===== config.mk =====
export PLATFORM = sky130hd
export DESIGN_NAME = cbsm_top
export DESIGN_NICKNAME = d
export VERILOG_FILES = /design/src/rtl/cbsm_pkg.sv /design/src/rtl/cbsm_top.sv /design/src/rtl/cbsm_sync.sv /design/src/rtl/cbsm_tick.sv
export SDC_FILE = /design/constraint.sdc
export NUM_CORES = 1
export LEC_CHECK = 0
export ABC_CLOCK_PERIOD_IN_PS = 5000
export BUFFER_PORTS_ARGS = -buffer_cell sky130_fd_sc_hd__buf_2
export CAP_MARGIN = 20
export CORE_ASPECT_RATIO = 0.5
export CORE_MARGIN = 2
export CORE_UTILIZATION = 25
export CTS_CLUSTER_DIAMETER = 50
export DETAILED_ROUTE_END_ITERATION = 12
export HOLD_SLACK_MARGIN = 0.08
export RECOVER_POWER = 100
export SYNTH_ARGS = -nofsm -noshare
export SYNTH_HDL_FRONTEND = slang
export SYNTH_HIERARCHICAL = 1
export SYNTH_SLANG_ARGS = --single-unit
export TNS_END_PERCENT = 30

===== constraint.sdc =====
create_clock -name pclk -period 5 [get_ports pclk]
set_clock_uncertainty 0.05 [all_clocks]
set_input_delay 0.25 -clock pclk [delete_from_list [all_inputs] [get_ports pclk]]
set_output_delay 0.25 -clock pclk [all_outputs]
set_load 0.02 [all_outputs]

===== src/rtl/cbsm_pkg.sv =====
/*
  cbsm_pkg: constants for the cell balance status monitor.
  Assumes a 100 MHz pclk and a 32-bit APB slave with word-aligned registers.
*/
package cbsm_pkg;

  // ==========================================================
  // geometry
  localparam int NUM_CELLS = 14;
  localparam int TIMER_W = 10;

  // ==========================================================
  // register indexes (byte address is four times the index)
  localparam logic [7:0] IDX_TIMER_STATUS = 8'h81;
  localparam logic [7:0] IDX_UV_STATUS = 8'h82;
  localparam logic [7:0] IDX_CONTROL = 8'h90;
  localparam logic [7:0] IDX_IRQ_STATUS = 8'h91;
  localparam logic [7:0] IDX_IRQ_MASK = 8'h92;

  // ==========================================================
  // field positions
  localparam int STATE_LSB = 14;   // two-bit activity indicator, both status words
  localparam int UNIT_LSB = 12;    // timer unit
  localparam int CNTR_LSB = 10;    // 1 Hz activity counter
  localparam int CTL_MODE_LSB = 0;   // control: mode select [2:0]
  localparam int CTL_HOLD_LSB = 3;   // control: shutdown hold mode [4:3]
  localparam int CTL_UVEN_BIT = 5;   // control: undervoltage checking enable
  localparam int CTL_EXP_LSB = 16;   // control: expiry setting [25:16]
  localparam int IRQ_W = 3;          // done, halt, new undervoltage flag

  // ==========================================================
  // reset values and codes
  localparam logic [2:0] MODE_OFF = 3'h0;
  localparam logic [2:0] MODE_EMERG_HOURS = 3'h1;
  localparam logic [9:0] EXP_INFINITE = 10'h3ff;
  localparam logic [9:0] EXP_RESET = 10'h000;
  localparam logic [1:0] HOLD_RESET = 2'h0;
  localparam logic [15:0] STATUS_RESET = 16'h0000;

  localparam logic [1:0] IND_OFF = 2'h0;
  localparam logic [1:0] IND_ACTIVE = 2'h1;
  localparam logic [1:0] IND_DONE = 2'h2;
  localparam logic [1:0] IND_HALT = 2'h3;
  localparam logic [1:0] UNIT_NONE = 2'h0;
  localparam logic [1:0] UNIT_SEC = 2'h1;
  localparam logic [1:0] UNIT_MIN = 2'h2;
  localparam logic [1:0] UNIT_HOUR = 2'h3;

  // ==========================================================
  // timing
  localparam int unsigned CLK_PERIOD_NS = 10;
  localparam int unsigned TICK_PERIOD_NS = 1_000_000_000;
  localparam int unsigned TICK_CYCLES = TICK_PERIOD_NS / CLK_PERIOD_NS;
  localparam logic [11:0] SEC_PER_MIN = 12'h03c;
  localparam logic [11:0] SEC_PER_HOUR = 12'he10;

  // activity of the balancing engine
  typedef enum logic [1:0] {CBSM_OFF, CBSM_RUN, CBSM_DONE, CBSM_HALT} cbsm_state_e;

endpackage : cbsm_pkg


===== src/rtl/cbsm_top.sv =====
/*
  cbsm_top: cell balance status monitor with APB register access.
  Assumes a 100 MHz pclk; cell comparison results and exit alerts
  arrive as asynchronous levels and are synchronised here.
*/
// Implementation choice: the APB interface to the registers.
// Operation
// RULE_01: status holds until disable or new launch
// RULE_02: timer status top bits show activity
// RULE_03: undervoltage status mirrors the same activity
// RULE_04: unit field follows selected mode
// RULE_05: 1 Hz counter wraps 0..3 when enabled
// RULE_06: counter keeps running during hold extension
// RULE_07: counter keeps running with infinite expiry
// RULE_08: timer field returns current elapsed count
// RULE_09: hold extension reads back the expiry setting
// RULE_10: infinite expiry timer wraps, never completes
// RULE_11: below-threshold cell sets flag, balancing ends
// RULE_12: cell flags clear only on disable/launch
// RULE_13: unsupported measurement ends cell with flag
// RULE_14: software prepares switch, measurement, unipolar
// RULE_15: status registers read-only, writes ignored
// RULE_16: mode code selects unit and style
// RULE_17: non-zero mode write restarts timer, launches
// RULE_18: launch also clears the activity counter
`timescale 1ns/1ps
`default_nettype none
module cbsm_top #(
  parameter int unsigned TICK_CYCLES = cbsm_pkg::TICK_CYCLES,
  parameter int NCELL = cbsm_pkg::NUM_CELLS
) (
  input wire logic pclk,
  input wire logic presetn,
  input wire logic psel,
  input wire logic penable,
  input wire logic pwrite,
  input wire logic [31:0] paddr,
  input wire logic [31:0] pwdata,
  output logic [31:0] prdata,
  output logic pready,
  output logic pslverr,
  input wire logic [NCELL-1:0] cell_below_uv,
  input wire logic [NCELL-1:0] cell_meas_unsupported,
  input wire logic thermal_exit_alert,
  input wire logic timeout_exit_alert,
  input wire logic calibration_fault_alert,
  output logic [NCELL-1:0] cell_balance_on,
  output logic irq
);

  // ==========================================================
  // declarations
  localparam int SW = 2 * NCELL + 3;  // synchronised input bundle
  logic [SW-1:0] pins_sync;           // synchronised pins
  logic [NCELL-1:0] uv_s;             // cell below threshold
  logic [NCELL-1:0] unsup_s;          // cell cannot be checked
  logic halt_s;                       // any exit alert
  logic tick;                         // 1 Hz pulse
  logic [2:0] balance_mode_select;    // control: mode
  logic [1:0] shutdown_hold_mode;     // control: hold mode
  logic uv_check_en;                  // control: threshold checking on
  logic [9:0] balance_expiry_setting; // control: expiry
  cbsm_pkg::cbsm_state_e state;       // engine activity
  logic [9:0] balance_elapsed_timer;  // elapsed count in units
  logic [11:0] sub_count;             // seconds inside one unit
  logic [1:0] activity_tick_counter;  // free 1 Hz counter
  logic [NCELL-1:0] cell_uv_exit_flags; // sticky per-cell exits
  logic [cbsm_pkg::IRQ_W-1:0] irq_status; // sticky events
  logic [cbsm_pkg::IRQ_W-1:0] irq_mask;   // event enables
  logic [cbsm_pkg::IRQ_W-1:0] irq_event;  // this-cycle events
  logic [7:0] idx;                    // register index
  logic wr_acc;                       // write taken this edge
  logic ctl_wr;                       // write to control
  logic balance_launch;               // control write, non-zero mode
  logic balance_stop;                 // control write, mode off
  logic [1:0] timer_unit_indicator;   // unit decoded from mode
  logic [1:0] state_code;             // two-bit activity code
  logic [11:0] unit_len;              // seconds per unit
  logic [NCELL-1:0] next_flags;       // flags with this cycle's exits
  logic [9:0] timer_view;             // timer field as read
  logic [15:0] timer_word;            // timer status word
  logic [15:0] uv_word;               // undervoltage status word
  logic hit;                          // index is mapped
  logic [31:0] rd_mux;                // read data before the flop

  // ==========================================================
  // pin synchronisers and 1 Hz tick
  cbsm_sync #(.WIDTH(SW)) u_sync (
    .pclk(pclk),
    .presetn(presetn),
    .async_in({cell_below_uv, cell_meas_unsupported,
      thermal_exit_alert, timeout_exit_alert, calibration_fault_alert}),
    .sync_out(pins_sync)
  );

  assign uv_s = pins_sync[SW-1 -: NCELL];
  assign unsup_s = pins_sync[NCELL+2 -: NCELL];
  assign halt_s = |pins_sync[2:0];

  // restarting the prescaler keeps the first second of a launch whole
  cbsm_tick #(.PERIOD(TICK_CYCLES)) u_tick (
    .pclk(pclk),
    .presetn(presetn),
    .restart(balance_launch),
    .tick(tick)
  );

  // ==========================================================
  // apb decode; zero wait states, error on unmapped index
  assign idx = paddr[9:2];
  assign pready = 1'b1;
  assign wr_acc = psel && penable && pwrite;
  assign ctl_wr = wr_acc && (idx == cbsm_pkg::IDX_CONTROL);
  assign balance_launch = ctl_wr && (pwdata[2:0] != cbsm_pkg::MODE_OFF); // RULE_17
  assign balance_stop = ctl_wr && (pwdata[2:0] == cbsm_pkg::MODE_OFF);
  assign hit = (idx == cbsm_pkg::IDX_TIMER_STATUS) || (idx == cbsm_pkg::IDX_UV_STATUS)
    || (idx == cbsm_pkg::IDX_CONTROL) || (idx == cbsm_pkg::IDX_IRQ_STATUS)
    || (idx == cbsm_pkg::IDX_IRQ_MASK);
  assign pslverr = psel && penable && (!hit || paddr[1:0] != 2'b00);

  // ==========================================================
  // control register
  always_ff @(posedge pclk or negedge presetn)
  begin
    if (!presetn)
    begin
      balance_mode_select <= cbsm_pkg::MODE_OFF;
      shutdown_hold_mode <= cbsm_pkg::HOLD_RESET;
      uv_check_en <= 1'b0;
      balance_expiry_setting <= cbsm_pkg::EXP_RESET;
    end
    else if (ctl_wr)
    begin
      balance_mode_select <= pwdata[cbsm_pkg::CTL_MODE_LSB +: 3];
      shutdown_hold_mode <= pwdata[cbsm_pkg::CTL_HOLD_LSB +: 2];
      uv_check_en <= pwdata[cbsm_pkg::CTL_UVEN_BIT];
      balance_expiry_setting <= pwdata[cbsm_pkg::CTL_EXP_LSB +: 10];
    end
  end

  // ==========================================================
  // mode decode: unit and seconds per timer step
  always_comb
  begin
    if (balance_mode_select == cbsm_pkg::MODE_OFF)
    begin
      timer_unit_indicator = cbsm_pkg::UNIT_NONE;   // RULE_04
      unit_len = 12'h001;
    end
    else if (balance_mode_select == cbsm_pkg::MODE_EMERG_HOURS)
    begin
      timer_unit_indicator = cbsm_pkg::UNIT_HOUR;   // RULE_16
      unit_len = cbsm_pkg::SEC_PER_HOUR;
    end
    else if (balance_mode_select[0])
    begin
      timer_unit_indicator = cbsm_pkg::UNIT_MIN;    // RULE_16
      unit_len = cbsm_pkg::SEC_PER_MIN;
    end
    else
    begin
      timer_unit_indicator = cbsm_pkg::UNIT_SEC;    // RULE_16
      unit_len = 12'h001;
    end
  end

  // ==========================================================
  // per-cell exit flags; a cell that cannot be checked exits too
  assign next_flags = cell_uv_exit_flags
    | ({NCELL{uv_check_en}} & (uv_s | unsup_s)); // RULE_11 RULE_13

  always_ff @(posedge pclk or negedge presetn)
  begin
    if (!presetn)
      cell_uv_exit_flags <= '0;
    else if (balance_launch || balance_stop)
      cell_uv_exit_flags <= '0;                   // RULE_12
    else if (state == cbsm_pkg::CBSM_RUN)
      cell_uv_exit_flags <= next_flags;           // RULE_11
  end

  // balancing of a flagged cell ends at once
  assign cell_balance_on = (state == cbsm_pkg::CBSM_RUN) ? ~cell_uv_exit_flags : '0; // RULE_11

  // ==========================================================
  // activity state; halt outranks normal completion
  always_ff @(posedge pclk or negedge presetn)
  begin
    if (!presetn)
      state <= cbsm_pkg::CBSM_OFF;
    else if (balance_stop)
      state <= cbsm_pkg::CBSM_OFF;
    else if (balance_launch)
      state <= cbsm_pkg::CBSM_RUN;                // RULE_17
    else if (state == cbsm_pkg::CBSM_RUN)
    begin
      if (halt_s)
        state <= cbsm_pkg::CBSM_HALT;             // RULE_02
      else if (&cell_uv_exit_flags)
        state <= cbsm_pkg::CBSM_DONE;
      // infinite expiry never completes on time
      else if (balance_expiry_setting != cbsm_pkg::EXP_INFINITE
        && balance_elapsed_timer == balance_expiry_setting)
        state <= cbsm_pkg::CBSM_DONE;             // RULE_10
    end
  end

  always_comb
  begin
    unique case (state)
      cbsm_pkg::CBSM_OFF: state_code = cbsm_pkg::IND_OFF;
      cbsm_pkg::CBSM_RUN: state_code = cbsm_pkg::IND_ACTIVE;
      cbsm_pkg::CBSM_DONE: state_code = cbsm_pkg::IND_DONE;
      cbsm_pkg::CBSM_HALT: state_code = cbsm_pkg::IND_HALT;
    endcase
  end

  // ==========================================================
  // elapsed timer; frozen once the operation has ended
  always_ff @(posedge pclk or negedge presetn)
  begin
    if (!presetn)
    begin
      balance_elapsed_timer <= '0;
      sub_count <= '0;
    end
    else if (balance_launch || balance_stop)
    begin
      balance_elapsed_timer <= '0;                // RULE_17 RULE_01
      sub_count <= '0;
    end
    else if (tick && state == cbsm_pkg::CBSM_RUN)
    begin
      if (sub_count + 12'h001 >= unit_len)
      begin
        sub_count <= '0;
        balance_elapsed_timer <= balance_elapsed_timer + 10'h001; // RULE_08 RULE_10
      end
      else
        sub_count <= sub_count + 12'h001;
    end
  end

  // ==========================================================
  // 1 Hz activity counter: runs whenever a mode is selected
  always_ff @(posedge pclk or negedge presetn)
  begin
    if (!presetn)
      activity_tick_counter <= '0;
    else if (balance_launch || balance_stop)
      activity_tick_counter <= '0;                // RULE_18
    else if (tick && balance_mode_select != cbsm_pkg::MODE_OFF)
      activity_tick_counter <= activity_tick_counter + 2'h1; // RULE_05 RULE_06 RULE_07
  end

  // ==========================================================
  // status words; hold extension shows the expiry as a done marker
  assign timer_view = (state == cbsm_pkg::CBSM_DONE && shutdown_hold_mode[1])
    ? balance_expiry_setting : balance_elapsed_timer; // RULE_09
  assign timer_word = {state_code, timer_unit_indicator, activity_tick_counter,
    timer_view};                                  // RULE_02 RULE_04 RULE_08
  assign uv_word = {state_code, cell_uv_exit_flags}; // RULE_03

  // ==========================================================
  // interrupt events, sticky, write one to clear, set wins
  assign irq_event[0] = (state == cbsm_pkg::CBSM_RUN) && !halt_s && !balance_stop
    && !balance_launch && (&cell_uv_exit_flags || (balance_expiry_setting
    != cbsm_pkg::EXP_INFINITE && balance_elapsed_timer == balance_expiry_setting));
  assign irq_event[1] = (state == cbsm_pkg::CBSM_RUN) && halt_s && !ctl_wr;
  assign irq_event[2] = (state == cbsm_pkg::CBSM_RUN) && !ctl_wr
    && (next_flags != cell_uv_exit_flags);

  always_ff @(posedge pclk or negedge presetn)
  begin
    if (!presetn)
    begin
      irq_status <= '0;
      irq_mask <= '0;
    end
    else
    begin
      if (wr_acc && idx == cbsm_pkg::IDX_IRQ_STATUS)
        irq_status <= (irq_status & ~pwdata[cbsm_pkg::IRQ_W-1:0]) | irq_event;
      else
        irq_status <= irq_status | irq_event;
      if (wr_acc && idx == cbsm_pkg::IDX_IRQ_MASK)
        irq_mask <= pwdata[cbsm_pkg::IRQ_W-1:0];
    end
  end

  assign irq = |(irq_status & irq_mask);

  // ==========================================================
  // read path; the status words have no write path at all
  always_comb
  begin
    rd_mux = '0;
    if (idx == cbsm_pkg::IDX_TIMER_STATUS)
      rd_mux = {16'h0000, timer_word};            // RULE_15
    else if (idx == cbsm_pkg::IDX_UV_STATUS)
      rd_mux = {16'h0000, uv_word};               // RULE_15
    else if (idx == cbsm_pkg::IDX_CONTROL)
      rd_mux = {6'h00, balance_expiry_setting, 10'h000, uv_check_en,
        shutdown_hold_mode, balance_mode_select};
    else if (idx == cbsm_pkg::IDX_IRQ_STATUS)
      rd_mux = {29'h0, irq_status};
    else if (idx == cbsm_pkg::IDX_IRQ_MASK)
      rd_mux = {29'h0, irq_mask};
  end

  // sampled in the setup phase so prdata is a flop in the access phase
  always_ff @(posedge pclk or negedge presetn)
  begin
    if (!presetn)
      prdata <= '0;
    else if (psel && !penable && !pwrite)
      prdata <= rd_mux;
  end
endmodule : cbsm_top
`default_nettype wire


===== src/rtl/cbsm_sync.sv =====
/*
  cbsm_sync: two-flop synchroniser for a bus of independent levels.
  Assumes each bit is a slow level; no bit-to-bit coherence is kept.
*/
`timescale 1ns/1ps
`default_nettype none
module cbsm_sync #(
  parameter int WIDTH = 1
) (
  input wire logic pclk,
  input wire logic presetn,
  input wire logic [WIDTH-1:0] async_in,
  output logic [WIDTH-1:0] sync_out
);

  // ==========================================================
  // first stage, read only by the second stage
  logic [WIDTH-1:0] meta;

  always_ff @(posedge pclk or negedge presetn)
  begin
    if (!presetn)
    begin
      meta <= '0;
      sync_out <= '0;
    end
    else
    begin
      meta <= async_in;
      sync_out <= meta;
    end
  end

endmodule : cbsm_sync
`default_nettype wire


===== src/rtl/cbsm_tick.sv =====
/*
  cbsm_tick: divides pclk down to a one-cycle 1 Hz tick.
  Assumes restart is a same-clock pulse; it realigns the second boundary.
*/
`timescale 1ns/1ps
`default_nettype none
module cbsm_tick #(
  parameter int unsigned PERIOD = cbsm_pkg::TICK_CYCLES
) (
  input wire logic pclk,
  input wire logic presetn,
  input wire logic restart,
  output logic tick
);

  localparam int CW = (PERIOD > 1) ? $clog2(PERIOD) : 1;
  localparam logic [CW-1:0] LAST = CW'(PERIOD - 1);

  // ==========================================================
  // prescaler; restart makes the next second a full one
  logic [CW-1:0] count;

  always_ff @(posedge pclk or negedge presetn)
  begin
    if (!presetn)
    begin
      count <= '0;
      tick <= 1'b0;
    end
    else if (restart)
    begin
      count <= '0;
      tick <= 1'b0;
    end
    else
    begin
      tick <= (count == LAST);
      count <= (count == LAST) ? '0 : count + 1'b1;
    end
  end

endmodule : cbsm_tick
`default_nettype wire


== Word-level counts from Yosys, hierarchy flattened ==
Index checks and enable logic that the tools add are counted.

* Output and inout bits: 49
* Logic and storage cells: 130
* Flip-flop bits (word level): 184

* Equality and inequality tests: 13
* Multiplexer cells: 34
* Bitwise operators: 9
* $add $sub $neg: 4
* Reductions and logical operators: 53
* Magnitude comparators: 1

{| class="wikitable"
|+ Operators with widths
! cell !! count
|-
| 26-bit two-way mux || 3
|-
| 12-bit two-way mux || 5
|-
| 27-bit two-way mux || 2
|-
| 14-bit two-way mux || 3
|-
| 8-bit equality test, second input constant || 5
|-
| 10-bit two-way mux || 4
|-
| 14-bit bitwise OR || 2
|-
| 27-bit by 1-bit adder with 27-bit output, second input constant || 1
|-
| 27-bit equality test, second input constant || 1
|-
| 1-bit logical AND || 22
|-
| 2-bit two-way mux || 11
|-
| 14-bit bitwise AND || 1
|-
| 14-bit != test || 1
|-
| 14-bit inverter || 1
|-
| 14-bit AND reduction || 1
|-
| 12-bit by 1-bit adder with 12-bit output, second input constant || 1
|-
| 12-bit greater-or-equal comparator || 1
|-
| 10-bit by 1-bit adder with 10-bit output, second input constant || 1
|-
| 10-bit equality test || 1
|-
| 10-bit != test, second input constant || 1
|-
| 2-bit nonzero test || 5
|-
| 3-bit two-way mux || 3
|-
| 3-bit nonzero test || 3
|-
| 2-bit one-hot mux with 4 select lines || 1
|-
| 16 further kinds || 34
|}

== Longest topological paths before layout ==
Gate-level depths: netlist (run 1).

* Depth in word-level cells: 10
* Gate-level depth with buffers: 14
* Gate-level depth less buffers: 12

== By module ==
The synthesis (run 1) kept the hierarchy.

{| class="wikitable"
|+ Modules (own cells, without submodules)
! module !! seq. area each (um2) !! times used !! cells an instance !! area an instance (um2)
|-
| cbsm_top || 2,202.1 || 1 || 546 || 4,899.7
|-
| cbsm_sync || 1,551.5 || 1 || 62 || 1,551.5
|-
| cbsm_tick || 700.7 || 1 || 150 || 1,466.4
|}

== Worst setup path before layout (run 1) ==
Ideal clock, no wire load.

* Path kind: flip-flop to flip-flop
* Start: reg sub_count[2]
* End: reg balance_elapsed_timer[7]
* Period minus slack after synthesis: 2,619 ps
* Path slack: 2,381 ps
* Arrival time: 2,491 ps
* Path buffers: 1
* Cell stages (with the launch flop): 13
* Setup time: 78 ps
* Data required time: 4,872 ps
* Path through: dfrtp_1 buf_4 and4_1 nand4_1 inv_1 nand3_1 xnor2_1 ha_1 nand3_1 a21oi_4 o21ai_4 or4_1 a21oi_1

* Longest elaborated chain between the ends: 4

{| class="wikitable"
|+ RTL lines
! what !! line !! source
|-
| from (decl) || cbsm_top.sv:65 || <nowiki>logic [11:0] sub_count;</nowiki>
|-
| from (signal assigned) || cbsm_top.sv:240 || <nowiki>sub_count <= sub_count + 12'h001;</nowiki>
|-
| 12-bit by 1-bit adder with 12-bit output || cbsm_top.sv:234 || <nowiki>if (sub_count + 12'h001 >= unit_len)</nowiki>
|-
| 12-bit greater-or-equal comparator || cbsm_top.sv:234 ||
|-
| 2-bit nonzero test (no source line) || -- ||
|-
| 2-bit AND reduction (no source line) || -- ||
|-
| to (signal assigned) || cbsm_top.sv:237 || <nowiki>balance_elapsed_timer <= balance_elapsed_timer + 10'h001;</nowiki>
|-
| to (decl) || cbsm_top.sv:64 || <nowiki>logic [9:0] balance_elapsed_timer;</nowiki>
|}

Every way passes these cells.
A chain may end at the register's enable or synchronous reset.

== Worst setup path in the final report (run 1) ==
* Start: reg sub_count[0]
* End: reg balance_elapsed_timer[8]

Same word-level chain as after synthesis.

==> impl_metrics.sql, run 1 <==
INSERT INTO impl_metrics (metric_group, metric, value, unit) VALUES
('clock_network', 'cts_tree', 'done', ''),
('drt', 'drt_pass1_iterations', '6', ''),
('sta', 'tns', '0', 'ns'),
('clock_network', 'cts_inserted_buffers', '17', ''),
('yosys', 'async_flop_share', '100', '%'),
('die', 'rows', '46', ''),
('global_routing', 'global_route_wire_length_before_repair', '31400', 'um'),
('clock_network', 'clkLatencyLatePin', '0.43', 'ns'),
('power_and_ir_drop', 'p_per_area', '321', 'nW/um^2'),
('worst_setup_path', 'worst_r2r_endpoint', 'balance_elapsed_timer[8]$_DFFE_PN0P_', ''),
('placement', 'placement.io_buffers', '103', ''),
('die', 'io_pins', '149', ''),
('drt', 'route.vias.total', '6226', ''),
('finish', 'layout.core_utilization', '31.0', '%'),
('worst_setup_path', 'worst-endpoint-arrival', '4.08', 'ns'),
('finish', 'layout_common_cells', 'dfrtp_1 (178), nand2_1 (106), nor2_1 (77)', ''),
('yosys', 'yosysSeqAreaShare', '56.3', '%'),
('sta', 'finalSetupViolCount', '0', ''),
('sta', 'timing.hold.ws', '0.293', 'ns'),
('finish', 'multi_input_comb_area', '3120', 'um^2'),
('worst_setup_path', 'setup.worst_path.class', 'reg -> reg', ''),
('drt', 'postRouteAntennaNets', '0', ''),
('drt', 'routed_wirelength', '19700', 'um'),
('yosys', 'yosysUniqueCellTypes', '67', ''),
('clock_network', 'clock_sink_count', '178', ''),
('yosys', 'most_used_flip_flop_cell_after_synthesis', 'dfrtp_1', ''),
('sta', 'finalWorstPathRequiredPeriod', '3.89', 'ns'),
('finish', 'area.growth.synth_to_final', '23.2', '%'),
('die', 'die_w', '256', 'um'),
('clock_network', 'cts.clk_slew.worst_paths', '0.08', 'ns'),
('drt', 'detail_route.vias_per_cell', '4.64', ''),
('power_and_ir_drop', 'ir_drop', '0.229', 'mV'),
('worst_setup_path', 'cp-end-kind', 'flip-flop', ''),
('run', 'timing.max_cap.violations', '5', ''),
('die', 'floorplan.core_area', '31400', 'um^2'),
('outcome', 'violated_checks', 'max-capacitance violations, max-slew violations', ''),
('finish', 'num-fill-cells', '3275', ''),
('worst_setup_path', 'worst_path_largest_cell_delay', '1.23', 'ns'),
('clock_network', 'postCtsSetupRepairBufs', '0', ''),
('global_routing', 'grt_antenna_before_repair', '0', ''),
('outcome', 'outcome', 'finished with violations', ''),
('clock_network', 'cts_max_path_bufs', '2', ''),
('worst_setup_path', 'slowest_cell_on_the_critical_path', 'o21ai_0', ''),
('min_path', 'min_from', 'u_sync/meta[23]$_DFF_PN0_', ''),
('worst_setup_path', 'critPathRequiredTime', '5.19', 'ns'),
('worst_setup_path', 'timing.critical_path.fanout_max', '16', ''),
('global_routing', 'number_of_global_route_vias_before_repair', '6180', ''),
('yosys', 'yosys_register_bits', '178', ''),
('sta', 'finalHoldViolCount', '0', ''),
('yosys', 'synth-edff-count', '0', ''),
('yosys', 'netlist_area', '7920', 'um^2'),
('die', 'die-area', '33200', 'um^2'),
('clock_network', 'htree_num_levels', '4', ''),
('yosys', 'netlist_instances', '758', ''),
('worst_setup_path', 'crit_path_cell_trace', 'ha_1 -> and4_1 -> nand4_1 -> xnor2_1 -> ha_1 -> a21o_1 -> a21o_1 -> o21ai_0 -> or4_1 -> a21oi_1', ''),
('sta', 'report.final.slew_viol_count', '164', ''),
('finish', 'drive_gt1_share', '11.8', '%'),
('finish', 'layout.cells.most_common', 'dfrtp_1', ''),
('yosys', 'average_instance_area_after_synthesis', '10.4', 'um^2'),
('sta', 'fmax', '257', 'MHz'),
('finish', 'final_cell_area', '9750', 'um^2'),
('yosys', 'ys_warn_count', '6', ''),
('drt', 'drt_drc_violations_left', '0', ''),
('min_path', 'hold_path_end', 'u_sync/sync_out[23]$_DFF_PN0_', ''),
('sta', 'tightestPinTransition', '2.72', 'ns'),
('clock_network', 'clockRootBuffer', 'clkbuf_16', ''),
('worst_setup_path', 'startpoint_type', 'flip-flop', ''),
('min_path', 'hold-path-cell-count', '0', ''),
('min_path', 'timing.hold.worst.class', 'reg -> reg', ''),
('worst_setup_path', 'setup.reg_to_reg.worst_slack', '1.11', 'ns'),
('placement', 'post_dp_cell_area', '8810', 'um^2');
-- Yosys cell counts, types with 6 or more instances --
| master | n | share of area [%] |
|---|---|---|
| or3_1 | 8 | 0.63 |
| mux2i_1 | 7 | 0.88 |
| and3_1 | 7 | 0.55 |
| and2_1 | 7 | 0.55 |
| buf_4 | 9 | 0.85 |
| nand4_1 | 21 | 1.7 |
| xor2_1 | 22 | 2.4 |
| inv_1 | 11 | 0.52 |
| o22ai_1 | 10 | 0.79 |
| o21a_1 | 15 | 1.4 |
| nor3_1 | 22 | 1.4 |
| dfrtp_1 | 178 | 56 |
| o21ai_0 | 22 | 1.4 |
| xnor2_1 | 11 | 1.2 |
| and4_1 | 6 | 0.66 |
| or4_1 | 13 | 1.2 |
| clkbuf_1 | 22 | 1.0 |
| ha_1 | 11 | 1.7 |
| nor2_1 | 77 | 3.7 |
| nand2_1 | 105 | 5.0 |
| a21oi_1 | 26 | 1.6 |
| a221oi_1 | 7 | 0.77 |
| mux2_2 | 10 | 1.4 |
| o31ai_1 | 12 | 1.1 |
| nor4_1 | 6 | 0.47 |
| nand3_1 | 36 | 2.3 |
-- worst max path at each step --
stage,endpoint,cells past startpoint
after floorplan,balance_elapsed_timer[7]$_DFFE_PN0P_,12
after global placement,sub_count[2]$_DFFE_PN0P_,12
after detailed placement,sub_count[2]$_DFFE_PN0P_,12
after CTS,sub_count[2]$_DFFE_PN0P_,12
after global routing,balance_elapsed_timer[1]$_DFFE_PN0P_,10
final,balance_elapsed_timer[8]$_DFFE_PN0P_,10
-- area by class of cell --
| type | count | area share (%) |
|---|---|---|
| Antenna cell | 1 | 0.0257 |
| Sequential cell | 178 | 45.7 |
| Timing Repair Buffer | 158 | 10.3 |
| Clock buffer | 17 | 4.36 |
| Clock inverter | 15 | 1.66 |
| Inverter | 11 | 0.423 |
| Multi-Input combinational cell | 531 | 32.0 |
| Tap cell | 432 | 5.54 |
-- worst max-delay path: cells and delay by family, from the launching register on --
family,cells,cell delay [ns]
compound gates,4,1.69
simple gates,3,0.69
fa+ha+maj,2,0.58
flops,1,0.45
xor+xnor,1,0.23
-- kinds of logic (layout without fill, tap and decap cells) --
group | Yosys count | count (layout) | share of synthesized area (%)
fa+ha+maj | 11 | 11 | 1.74
flops | 178 | 178 | 56.3
xor+xnor | 33 | 33 | 3.65
mux | 17 | 17 | 2.31
simple gates | 331 | 331 | 20.6
compound gates | 132 | 132 | 11.9
buf+inv | 54 | 201 | 3.43
other cells | 2 | 8 | 0.0949
-- stage by stage --
| step | setup slack [ns] | instances |
|---|---|---|
| 4_1_cts | 1.78 | 1341 |
| 5_1_grt | 0.757 | 1342 |
| 3_5_place_dp | 1.81 | 1261 |
| 6_report | 1.11 | 1343 |
| 3_3_place_gp | 1.89 | 1261 |
| 2_1_floorplan | 2.38 | 763 |
-- flip-flops by register name (all words and copies together), names as in the netlist --
| register | count |
|---|---|
| uv_check_en | 1 |
| u_tick/tick | 1 |
| sub_count | 12 |
| u_tick/count | 27 |
| prdata | 26 |
| irq_status | 3 |
| shutdown_hold_mode | 2 |
| irq_mask | 3 |
| balance_mode_select | 3 |
| balance_elapsed_timer | 10 |
| state | 2 |
| u_sync/sync_out | 31 |
| balance_expiry_setting | 10 |
| activity_tick_counter | 2 |
| u_sync/meta | 31 |
| cell_uv_exit_flags | 14 |
-- report_power, final --
| part | switching (mW) | internal, mW |
|---|---|---|
| registers | 0.0500 | 1.51 |
| clock network | 0.657 | 0.670 |
| logic | 0.147 | 0.100 |
| total | 0.855 | 2.28 |
-- repair_timing --
item / CTS / global route
hold endpoints to repair: 116 / 0
gates resized for setup: 0 / 0
hold buffers: 48 / 0
-- per-layer routing --
layer,vias up,track usage [%],part of all wire (%)
met4,0,5.13,2.1
met3,22,2.70,3.5
met5,-,0,0
met1,3139,13.8,41
li1,2960,-,-
met2,105,21.5,53
No activity file was read; power rests on OpenSTA's default activity.
==> run 2, diff against run 1 <==
--- a/config.mk
+++ b/config.mk
@@ -5,7 +5,7 @@
 export SDC_FILE = /design/constraint.sdc
 export NUM_CORES = 1
 export LEC_CHECK = 0
-export ABC_CLOCK_PERIOD_IN_PS = 5000
+export ABC_CLOCK_PERIOD_IN_PS = 3680
 export BUFFER_PORTS_ARGS = -buffer_cell sky130_fd_sc_hd__buf_2
 export CAP_MARGIN = 20
 export CORE_ASPECT_RATIO = 0.5
==> constraint.sdc (replaced) <==
create_clock -name pclk -period 3.68 [get_ports pclk]
set_clock_uncertainty 0.05 [all_clocks]
set_input_delay 0.184 -clock pclk [delete_from_list [all_inputs] [get_ports pclk]]
set_output_delay 0.184 -clock pclk [all_outputs]
set_load 0.02 [all_outputs]
==> run 2 against run 1 <==
Net effect: the flow still finishes with violations (max-capacitance violations, max-slew violations); die area stayed put; wire length down 0.71%; combinational power is 36% higher; global-route usage hardly changed; sequential power is 36% higher; power increased by 36%; via count rose by 0.26%; non-clock buffer count rose by 2; utilization rose by 0.14 points; critical path depth unchanged; count of clock-buffer cells in the layout is the same; register-to-register slack worse by 0.65 ns; largest cell class unchanged.
==> impl_metrics.sql, run 2 (synthesis results as in run 1) <==
INSERT INTO impl_metrics (metric_group, metric, value, unit) VALUES
('drt', 'drt_iter0_drc', '411', ''),
('global_routing', 'global_route_wire_length_before_repair', '31700', 'um'),
('finish', 'layout_common_cells', 'dfrtp_1 (178), nand2_1 (105), nor2_1 (77)', ''),
('worst_setup_path', 'setup.worst_path.class', 'reg -> reg', ''),
('min_path', 'timing.hold.worst.class', 'in -> reg', ''),
('power_and_ir_drop', 'design_power_total', '4.25', 'mW'),
('clock_network', 'clkLatencyLatePin', '0.43', 'ns'),
('die', 'die_w', '256', 'um'),
('sta', 'fmax', '311', 'MHz'),
('worst_setup_path', 'slowest_cell_on_the_critical_path', 'nor3_2', ''),
('sta', 'slew_headroom', '-79.4', '%'),
('clock_network', 'postCtsSetupRepairBufs', '0', ''),
('power_and_ir_drop', 'cellInternalPower', '3.10', 'mW'),
('sta', 'timing.hold.ws', '0.247', 'ns'),
('die', 'dieHeight', '130', 'um'),
('run', 'timing.max_cap.violations', '2', ''),
('die', 'rows', '46', ''),
('sta', 'fin_crit_sh', '87.4', '%'),
('finish', 'num-fill-cells', '3249', ''),
('worst_setup_path', 'cp-end-kind', 'flip-flop', ''),
('worst_setup_path', 'worst-endpoint-arrival', '3.51', 'ns'),
('worst_setup_path', 'cp_top_family', 'simple AND/OR/NAND/NOR gates', ''),
('sta', 'report.final.slew_viol_count', '141', ''),
('worst_setup_path', 'worst_r2r_endpoint', 'sub_count[8]$_DFFE_PN0P_', ''),
('global_routing', 'grt_max_degree', '107', ''),
('drt', 'drt_drc_violations_left', '0', ''),
('power_and_ir_drop', 'comb_power_share', '7.9', '%'),
('worst_setup_path', 'endpoint', 'sub_count[8]$_DFFE_PN0P_', ''),
('power_and_ir_drop', 'ir_drop', '0.305', 'mV'),
('power_and_ir_drop', 'switching_share', '27.1', '%'),
('die', 'start_util', '25.2', '%'),
('drt', 'routed_wirelength', '19600', 'um'),
('die', 'die-area', '33200', 'um^2'),
('placement', 'gp_congestion', '0.785', ''),
('global_routing', 'grtUsageMet2', '21.7', '%'),
('die', 'io_pins', '149', ''),
('finish', 'area.growth.synth_to_final', '23.7', '%'),
('outcome', 'outcome', 'finished with violations', ''),
('sta', 'rsz0062_at_grt', 'false', ''),
('worst_setup_path', 'startpoint_type', 'flip-flop', ''),
('clock_network', 'cts_max_path_bufs', '2', ''),
('finish', 'antenna_cells_inserted', '0', ''),
('clock_network', 'cts_tree', 'done', ''),
('worst_setup_path', 'setup.reg_to_reg.worst_slack', '0.46', 'ns'),
('global_routing', 'grt_usage', '11.9', '%'),
('drt', 'route.vias.total', '6242', ''),
('worst_setup_path', 'timing.critical_path.fanout_max', '9', ''),
('global_routing', 'grt_most_used_layer', 'met2', ''),
('global_routing', 'grt.overflow.total', '0', ''),
('clock_network', 'htree_num_levels', '4', ''),
('sta', 'finalSetupViolCount', '0', ''),
('finish', 'top_regs', 'u_sync/meta: 31 flops, u_sync/sync_out: 31 flops, u_tick/count: 27 flops', ''),
('sta', 'finalWorstPathRequiredPeriod', '3.22', 'ns'),
('power_and_ir_drop', 'p_switching', '1.15', 'mW'),
('sta', 'tns', '0', 'ns'),
('drt', 'drt-wirelength-per-cell', '14.6', 'um'),
('sta', 'tightestPinTransition', '2.69', 'ns'),
('drt', 'drt_pass1_iterations', '6', ''),
('worst_setup_path', 'reg2reg_from', 'sub_count[0]$_DFFE_PN0P_', ''),
('clock_network', 'ctsHoldBuffers', '48', ''),
('worst_setup_path', 'worst_path_largest_cell_delay', '0.58', 'ns'),
('drt', 'postRouteAntennaNets', '0', ''),
('power_and_ir_drop', 'power.leakage', '4.29', 'nW'),
('outcome', 'violated_checks', 'max-capacitance violations, max-slew violations', ''),
('global_routing', 'global_route.usage.met1', '13.9', '%'),
('finish', 'num-nets-final', '1010', ''),
('finish', 'drive_gt1_share', '12.6', '%'),
('worst_setup_path', 'worstRegToRegCells', '10', ''),
('die', 'floorplan.core_area', '31400', 'um^2'),
('global_routing', 'grt_antenna_before_repair', '0', ''),
('power_and_ir_drop', 'share_clk_of_total_power', '42.2', '%'),
('power_and_ir_drop', 'seq_power_share', '49.9', '%'),
('finish', 'multi_input_comb_area', '3150', 'um^2'),
('worst_setup_path', 'worst_setup_path_startpoint', 'sub_count[0]$_DFFE_PN0P_', ''),
('clock_network', 'cts_resized', '0', ''),
('global_routing', 'grt_util_met3', '2.25', '%'),
('clock_network', 'clock_sink_count', '178', ''),
('finish', 'seqCellArea', '4450', 'um^2'),
('global_routing', 'number_of_global_route_vias_before_repair', '6190', ''),
('finish', 'layout.cells.most_common', 'dfrtp_1', ''),
('clock_network', 'clockRootBuffer', 'clkbuf_16', ''),
('sta', 'finalHoldViolCount', '0', ''),
('power_and_ir_drop', 'p_per_area', '434', 'nW/um^2'),
('clock_network', 'cts_inserted_buffers', '17', ''),
('drt', 'detail_route.vias_per_cell', '4.64', ''),
('clock_network', 'cts.clk_slew.worst_paths', '0.08', 'ns'),
('worst_setup_path', 'crit_path_cell_trace', 'ha_1 -> and4_1 -> nand4_1 -> xnor2_1 -> ha_1 -> a21o_1 -> a21o_1 -> nor3_2 -> nand2_4 -> o31ai_1', ''),
('worst_setup_path', 'worstPathBufferInverterCount', '0', ''),
('placement', 'placement.io_buffers', '103', ''),
('worst_setup_path', 'critPathRequiredTime', '3.97', 'ns'),
('placement', 'dp_hpwl', '13800', 'um'),
('worst_setup_path', 'worstSetupPathDepth', '10', '');
-- run 2: area by class of cell --
| cell class | instances | area share [%] |
|---|---|---|
| multi-input cells | 531 | 32.2 |
| repair buffers | 160 | 10.4 |
| flip-flops and latches | 178 | 45.5 |
| well taps | 432 | 5.52 |
| clock inverters | 15 | 1.66 |
| clock buffers | 17 | 4.34 |
| inverters | 11 | 0.422 |
-- run 2: metrics by stage --
| step | instances | area (um^2) | utilization (%) | setup WS (ns) |
|---|---|---|---|---|
| 6_report | 1344 | 9790 | 31.2 | 0.464 |
| 5_1_grt | 1344 | 9790 | 31.2 | 0.194 |
| 4_1_cts | 1343 | 9900 | 31.5 | 0.620 |
| 3_5_place_dp | 1263 | 8830 | 28.1 | 0.634 |
| 3_3_place_gp | 1263 | 8830 | 28.1 | 0.698 |
| 2_1_floorplan | 763 | 7940 | - | 1.06 |
-- run 2: worst reg2reg max path: stages (launching register included) --
cell and delay [ns]:
dfrtp_1 0.44, ha_1 0.27, and4_1 0.29, nand4_1 0.13, xnor2_1 0.22, ha_1 0.29
a21o_1 0.18, a21o_1 0.22, nor3_2 0.58, nand2_4 0.19, o31ai_1 0.25
-- run 2: how the worst min path moves through the flow --
| stage | from | to | slack [ns] | cells past startpoint |
|---|---|---|---|---|
| after floorplan | presetn | activity_tick_counter[0]$_DFFE_PN0P_ | -0.16 | 0 |
| after global placement | cell_below_uv[0] | u_sync/meta[17]$_DFF_PN0_ | 0.24 | 1 |
| after detailed placement | cell_meas_unsupported[7] | u_sync/meta[10]$_DFF_PN0_ | 0.24 | 1 |
| after CTS | paddr[2] | irq_status[1]$_DFF_PN0_ | 0.24 | 6 |
| after global routing | paddr[3] | irq_status[1]$_DFF_PN0_ | 0.25 | 5 |
| final | paddr[3] | irq_status[1]$_DFF_PN0_ | 0.25 | 5 |
-- run 2: per-layer routing --
metal	part of all wire, %	up-vias
li1	-	2966
met2	53	124
met1	41	3118
met5	0	-
met4	2.5	0
met3	3.4	34
-- run 2: power by group through the flow --
stage	sequential (mW)	clock [mW]	combinational, mW
2_1_floorplan	2.15	0	0.162
4_1_cts	2.12	1.84	0.345
6_report	2.12	1.79	0.337
3_3_place_gp	2.15	0	0.293
5_1_grt	2.13	1.92	0.380
3_5_place_dp	2.16	0	0.303
==> run 3, diff against run 2 <==
--- a/config.mk
+++ b/config.mk
@@ -5,7 +5,7 @@
 export SDC_FILE = /design/constraint.sdc
 export NUM_CORES = 1
 export LEC_CHECK = 0
-export ABC_CLOCK_PERIOD_IN_PS = 3680
+export ABC_CLOCK_PERIOD_IN_PS = 2930
 export BUFFER_PORTS_ARGS = -buffer_cell sky130_fd_sc_hd__buf_2
 export CAP_MARGIN = 20
 export CORE_ASPECT_RATIO = 0.5
==> constraint.sdc (replaced) <==
create_clock -name pclk -period 2.93 [get_ports pclk]
set_clock_uncertainty 0.05 [all_clocks]
set_input_delay 0.1465 -clock pclk [delete_from_list [all_inputs] [get_ports pclk]]
set_output_delay 0.1465 -clock pclk [all_outputs]
set_load 0.02 [all_outputs]
==> run 3 against run 2 <==
Net effect: the flow still finishes with violations (max-capacitance violations, max-slew violations); design area up 1.8%; sequential power grew 25%; wire length increased by 2.1%; count of clock-buffer cells in the layout increased by 2; largest power group unchanged; highest routed layer unchanged.
==> impl_metrics.sql, run 3 (synthesis results as in run 1) <==
INSERT INTO impl_metrics (metric_group, metric, value, unit) VALUES
('worst_setup_path', 'endpoint', 'balance_elapsed_timer[1]$_DFFE_PN0P_', ''),
('outcome', 'violated_checks', 'max-capacitance violations, max-slew violations', ''),
('sta', 'rsz0062_at_grt', 'true', ''),
('sta', 'finalSetupViolCount', '0', ''),
('drt', 'drt_iter0_drc', '420', ''),
('finish', 'seqCellArea', '4460', 'um^2'),
('worst_setup_path', 'worst_r2r_endpoint', 'balance_elapsed_timer[1]$_DFFE_PN0P_', ''),
('power_and_ir_drop', 'switching_share', '26.4', '%'),
('worst_setup_path', 'timing.critical_path.fanout_max', '8', ''),
('placement', 'dp_hpwl', '13900', 'um'),
('worst_setup_path', 'worstSetupPathDepth', '12', ''),
('worst_setup_path', 'worstRegToRegCells', '12', ''),
('die', 'start_util', '25.2', '%'),
('drt', 'drt_pass1_iterations', '7', ''),
('drt', 'routed_wirelength', '20000', 'um'),
('worst_setup_path', 'setup.worst_path.class', 'reg -> reg', ''),
('worst_setup_path', 'setup.reg_to_reg.worst_slack', '0.13', 'ns'),
('power_and_ir_drop', 'p_switching', '1.44', 'mW'),
('drt', 'drt_drc_violations_left', '0', ''),
('sta', 'fin_crit_sh', '95.5', '%'),
('clock_network', 'cts_tree', 'done', ''),
('placement', 'place_worst_setup_slack', '0.105', 'ns'),
('die', 'rows', '46', ''),
('finish', 'num-nets-final', '1024', ''),
('clock_network', 'cts_max_path_bufs', '2', ''),
('sta', 'tightestPinTransition', '2.00', 'ns'),
('die', 'die-area', '33200', 'um^2'),
('worst_setup_path', 'critPathRequiredTime', '3.20', 'ns'),
('power_and_ir_drop', 'p_per_area', '547', 'nW/um^2'),
('die', 'io_pins', '149', ''),
('finish', 'top_regs', 'u_sync/meta: 31 flops, u_sync/sync_out: 31 flops, u_tick/count: 27 flops', ''),
('global_routing', 'grt.overflow.total', '0', ''),
('power_and_ir_drop', 'comb_power_share', '7.8', '%'),
('finish', 'num-fill-cells', '3221', ''),
('power_and_ir_drop', 'ir_drop', '0.368', 'mV'),
('worst_setup_path', 'startpoint_type', 'flip-flop', ''),
('drt', 'postRouteAntennaNets', '0', ''),
('drt', 'route.vias.total', '6331', ''),
('worst_setup_path', 'cp_top_family', 'simple AND/OR/NAND/NOR gates', ''),
('worst_setup_path', 'worst-endpoint-arrival', '3.06', 'ns'),
('global_routing', 'number_of_global_route_vias_before_repair', '6108', ''),
('die', 'floorplan.core_area', '31400', 'um^2'),
('sta', 'finalHoldViolCount', '0', ''),
('clock_network', 'cts.clk_slew.worst_paths', '0.08', 'ns'),
('finish', 'layout.cells.most_common', 'dfrtp_1', ''),
('outcome', 'outcome', 'finished with violations', ''),
('worst_setup_path', 'cp_common_cell', 'nand2_1', ''),
('power_and_ir_drop', 'cellInternalPower', '4.02', 'mW'),
('die', 'dieHeight', '130', 'um'),
('sta', 'setup_slack', '0.132', 'ns'),
('min_path', 'timing.hold.worst.class', 'in -> reg', ''),
('finish', 'area.growth.synth_to_final', '25.9', '%'),
('clock_network', 'cts_inserted_buffers', '17', ''),
('clock_network', 'clockRootBuffer', 'clkbuf_16', ''),
('finish', 'layout_common_cells', 'dfrtp_1 (177), nand2_1 (105), nor2_1 (77)', ''),
('power_and_ir_drop', 'power.leakage', '4.38', 'nW'),
('worst_setup_path', 'cp-end-kind', 'flip-flop', ''),
('worst_setup_path', 'reg2reg_from', 'sub_count[1]$_DFFE_PN0P_', ''),
('worst_setup_path', 'worst_setup_path_startpoint', 'sub_count[1]$_DFFE_PN0P_', ''),
('worst_setup_path', 'slowest_cell_on_the_critical_path', 'dfrtp_1', ''),
('clock_network', 'htree_num_levels', '4', ''),
('drt', 'detail_route.vias_per_cell', '4.66', ''),
('global_routing', 'global_route_wire_length_before_repair', '31400', 'um'),
('placement', 'placement.io_buffers', '103', ''),
('sta', 'report.final.slew_viol_count', '43', ''),
('worst_setup_path', 'crit_path_cell_trace', 'and4_4 -> nand2_1 -> nand2_1 -> nand2_1 -> ha_1 -> a21oi_1 -> o21ai_0 -> nor3_1 -> a21oi_4 -> o21ai_2 -> mux2i_1 -> nor2_1', ''),
('sta', 'slew_headroom', '-33.3', '%'),
('placement', 'placed_cells_incl_taps', '1276', ''),
('sta', 'fmax', '357', 'MHz'),
('power_and_ir_drop', 'seq_power_share', '48.8', '%'),
('placement', 'gp_congestion', '0.792', ''),
('sta', 'tns', '0', 'ns'),
('run', 'timing.max_cap.violations', '1', ''),
('finish', 'antenna_cells_inserted', '0', ''),
('finish', 'multi_input_comb_area', '3210', 'um^2'),
('finish', 'drive_gt1_share', '15.0', '%'),
('global_routing', 'grt_max_degree', '67', ''),
('die', 'die_w', '256', 'um'),
('min_path', 'hold-path-cell-count', '6', ''),
('global_routing', 'grt_antenna_before_repair', '0', ''),
('worst_setup_path', 'worstPathBufferInverterCount', '0', ''),
('clock_network', 'clock_sink_count', '178', ''),
('power_and_ir_drop', 'design_power_total', '5.46', 'mW'),
('clock_network', 'clkLatencyLatePin', '0.44', 'ns'),
('sta', 'finalWorstPathRequiredPeriod', '2.80', 'ns'),
('min_path', 'min_from', 'paddr[2]', ''),
('worst_setup_path', 'worst_path_largest_cell_delay', '0.41', 'ns'),
('finish', 'fin_cells', '1358', ''),
('power_and_ir_drop', 'share_clk_of_total_power', '43.4', '%'),
('drt', 'drt-wirelength-per-cell', '14.7', 'um'),
('global_routing', 'grt_usage', '11.9', '%');
## run 3: changes by cell type in the layout (fill, tap and decap cells not counted), sizes merged
cell	change
inv	+1
clkdlybuf4s25	+1
buf	+15
o21ai	+1
bufinv	+1
clkinv	-2
clkbuf	-1
clkinvlp	-2
## run 3: area by class of cell
class	count	area share, %
sequential	178	44.7
clock inverter	13	1.58
multi-input combinational	532	32.2
inverter	11	0.414
clock buffer	19	4.54
tap	432	5.42
timing repair buffer	173	11.1
## run 3: layer usage
metal | up-vias | part of all wire (%) | track usage (%)
met1 | 3162 | 41 | 14.0
met3 | 31 | 4.1 | 2.66
met2 | 146 | 52 | 21.5
met4 | 0 | 2.6 | 4.95
met5 | - | 0 | 0
li1 | 2992 | - | -
## run 3: per-stage QoR
step / util (%) / hold WS (ns) / cell area (um^2)
finish: 31.7 / 0.219 / 9970
floorplan: - / -0.199 / 7940
global route: 31.7 / 0.245 / 9970
CTS: 31.9 / 0.147 / 10000
global placement: 28.4 / 0.0399 / 8940
detailed placement: 28.4 / 0.0537 / 8940
## run 3: timing repair
action | 4_1_cts | 5_1_grt
resized for setup | 0 | 6
setup endpoints to repair | 0 | 16
hold buffers | 48 | 0
hold endpoints to repair | 159 | 0
setup buffers | 0 | 1
## run 3: how the worst min path moves through the flow
stage,to
2_1_floorplan,activity_tick_counter[0]$_DFFE_PN0P_
3_3_place_gp,u_sync/sync_out[5]$_DFF_PN0_
3_5_place_dp,u_sync/sync_out[5]$_DFF_PN0_
4_1_cts,u_sync/meta[15]$_DFF_PN0_
5_1_grt,irq_status[1]$_DFF_PN0_
6_report,irq_status[1]$_DFF_PN0_
## run 3: worst register-to-register path, stage by stage, from the launching register on
cell and delay (ns):
dfrtp_1 0.41, and4_4 0.25, nand2_1 0.07, nand2_1 0.08, nand2_1 0.06, ha_1 0.32
a21oi_1 0.13, o21ai_0 0.09, nor3_1 0.35, a21oi_4 0.16, o21ai_2 0.41, mux2i_1 0.24
nor2_1 0.05
## run 3: power by group through the flow
stage / clock (mW) / sequential [mW] / combinational, mW
finish: 2.37 / 2.66 / 0.427
global route: 2.53 / 2.68 / 0.481
CTS: 2.41 / 2.66 / 0.440
detailed placement: 0 / 2.71 / 0.388
global placement: 0 / 2.70 / 0.373
floorplan: 0 / 2.70 / 0.204
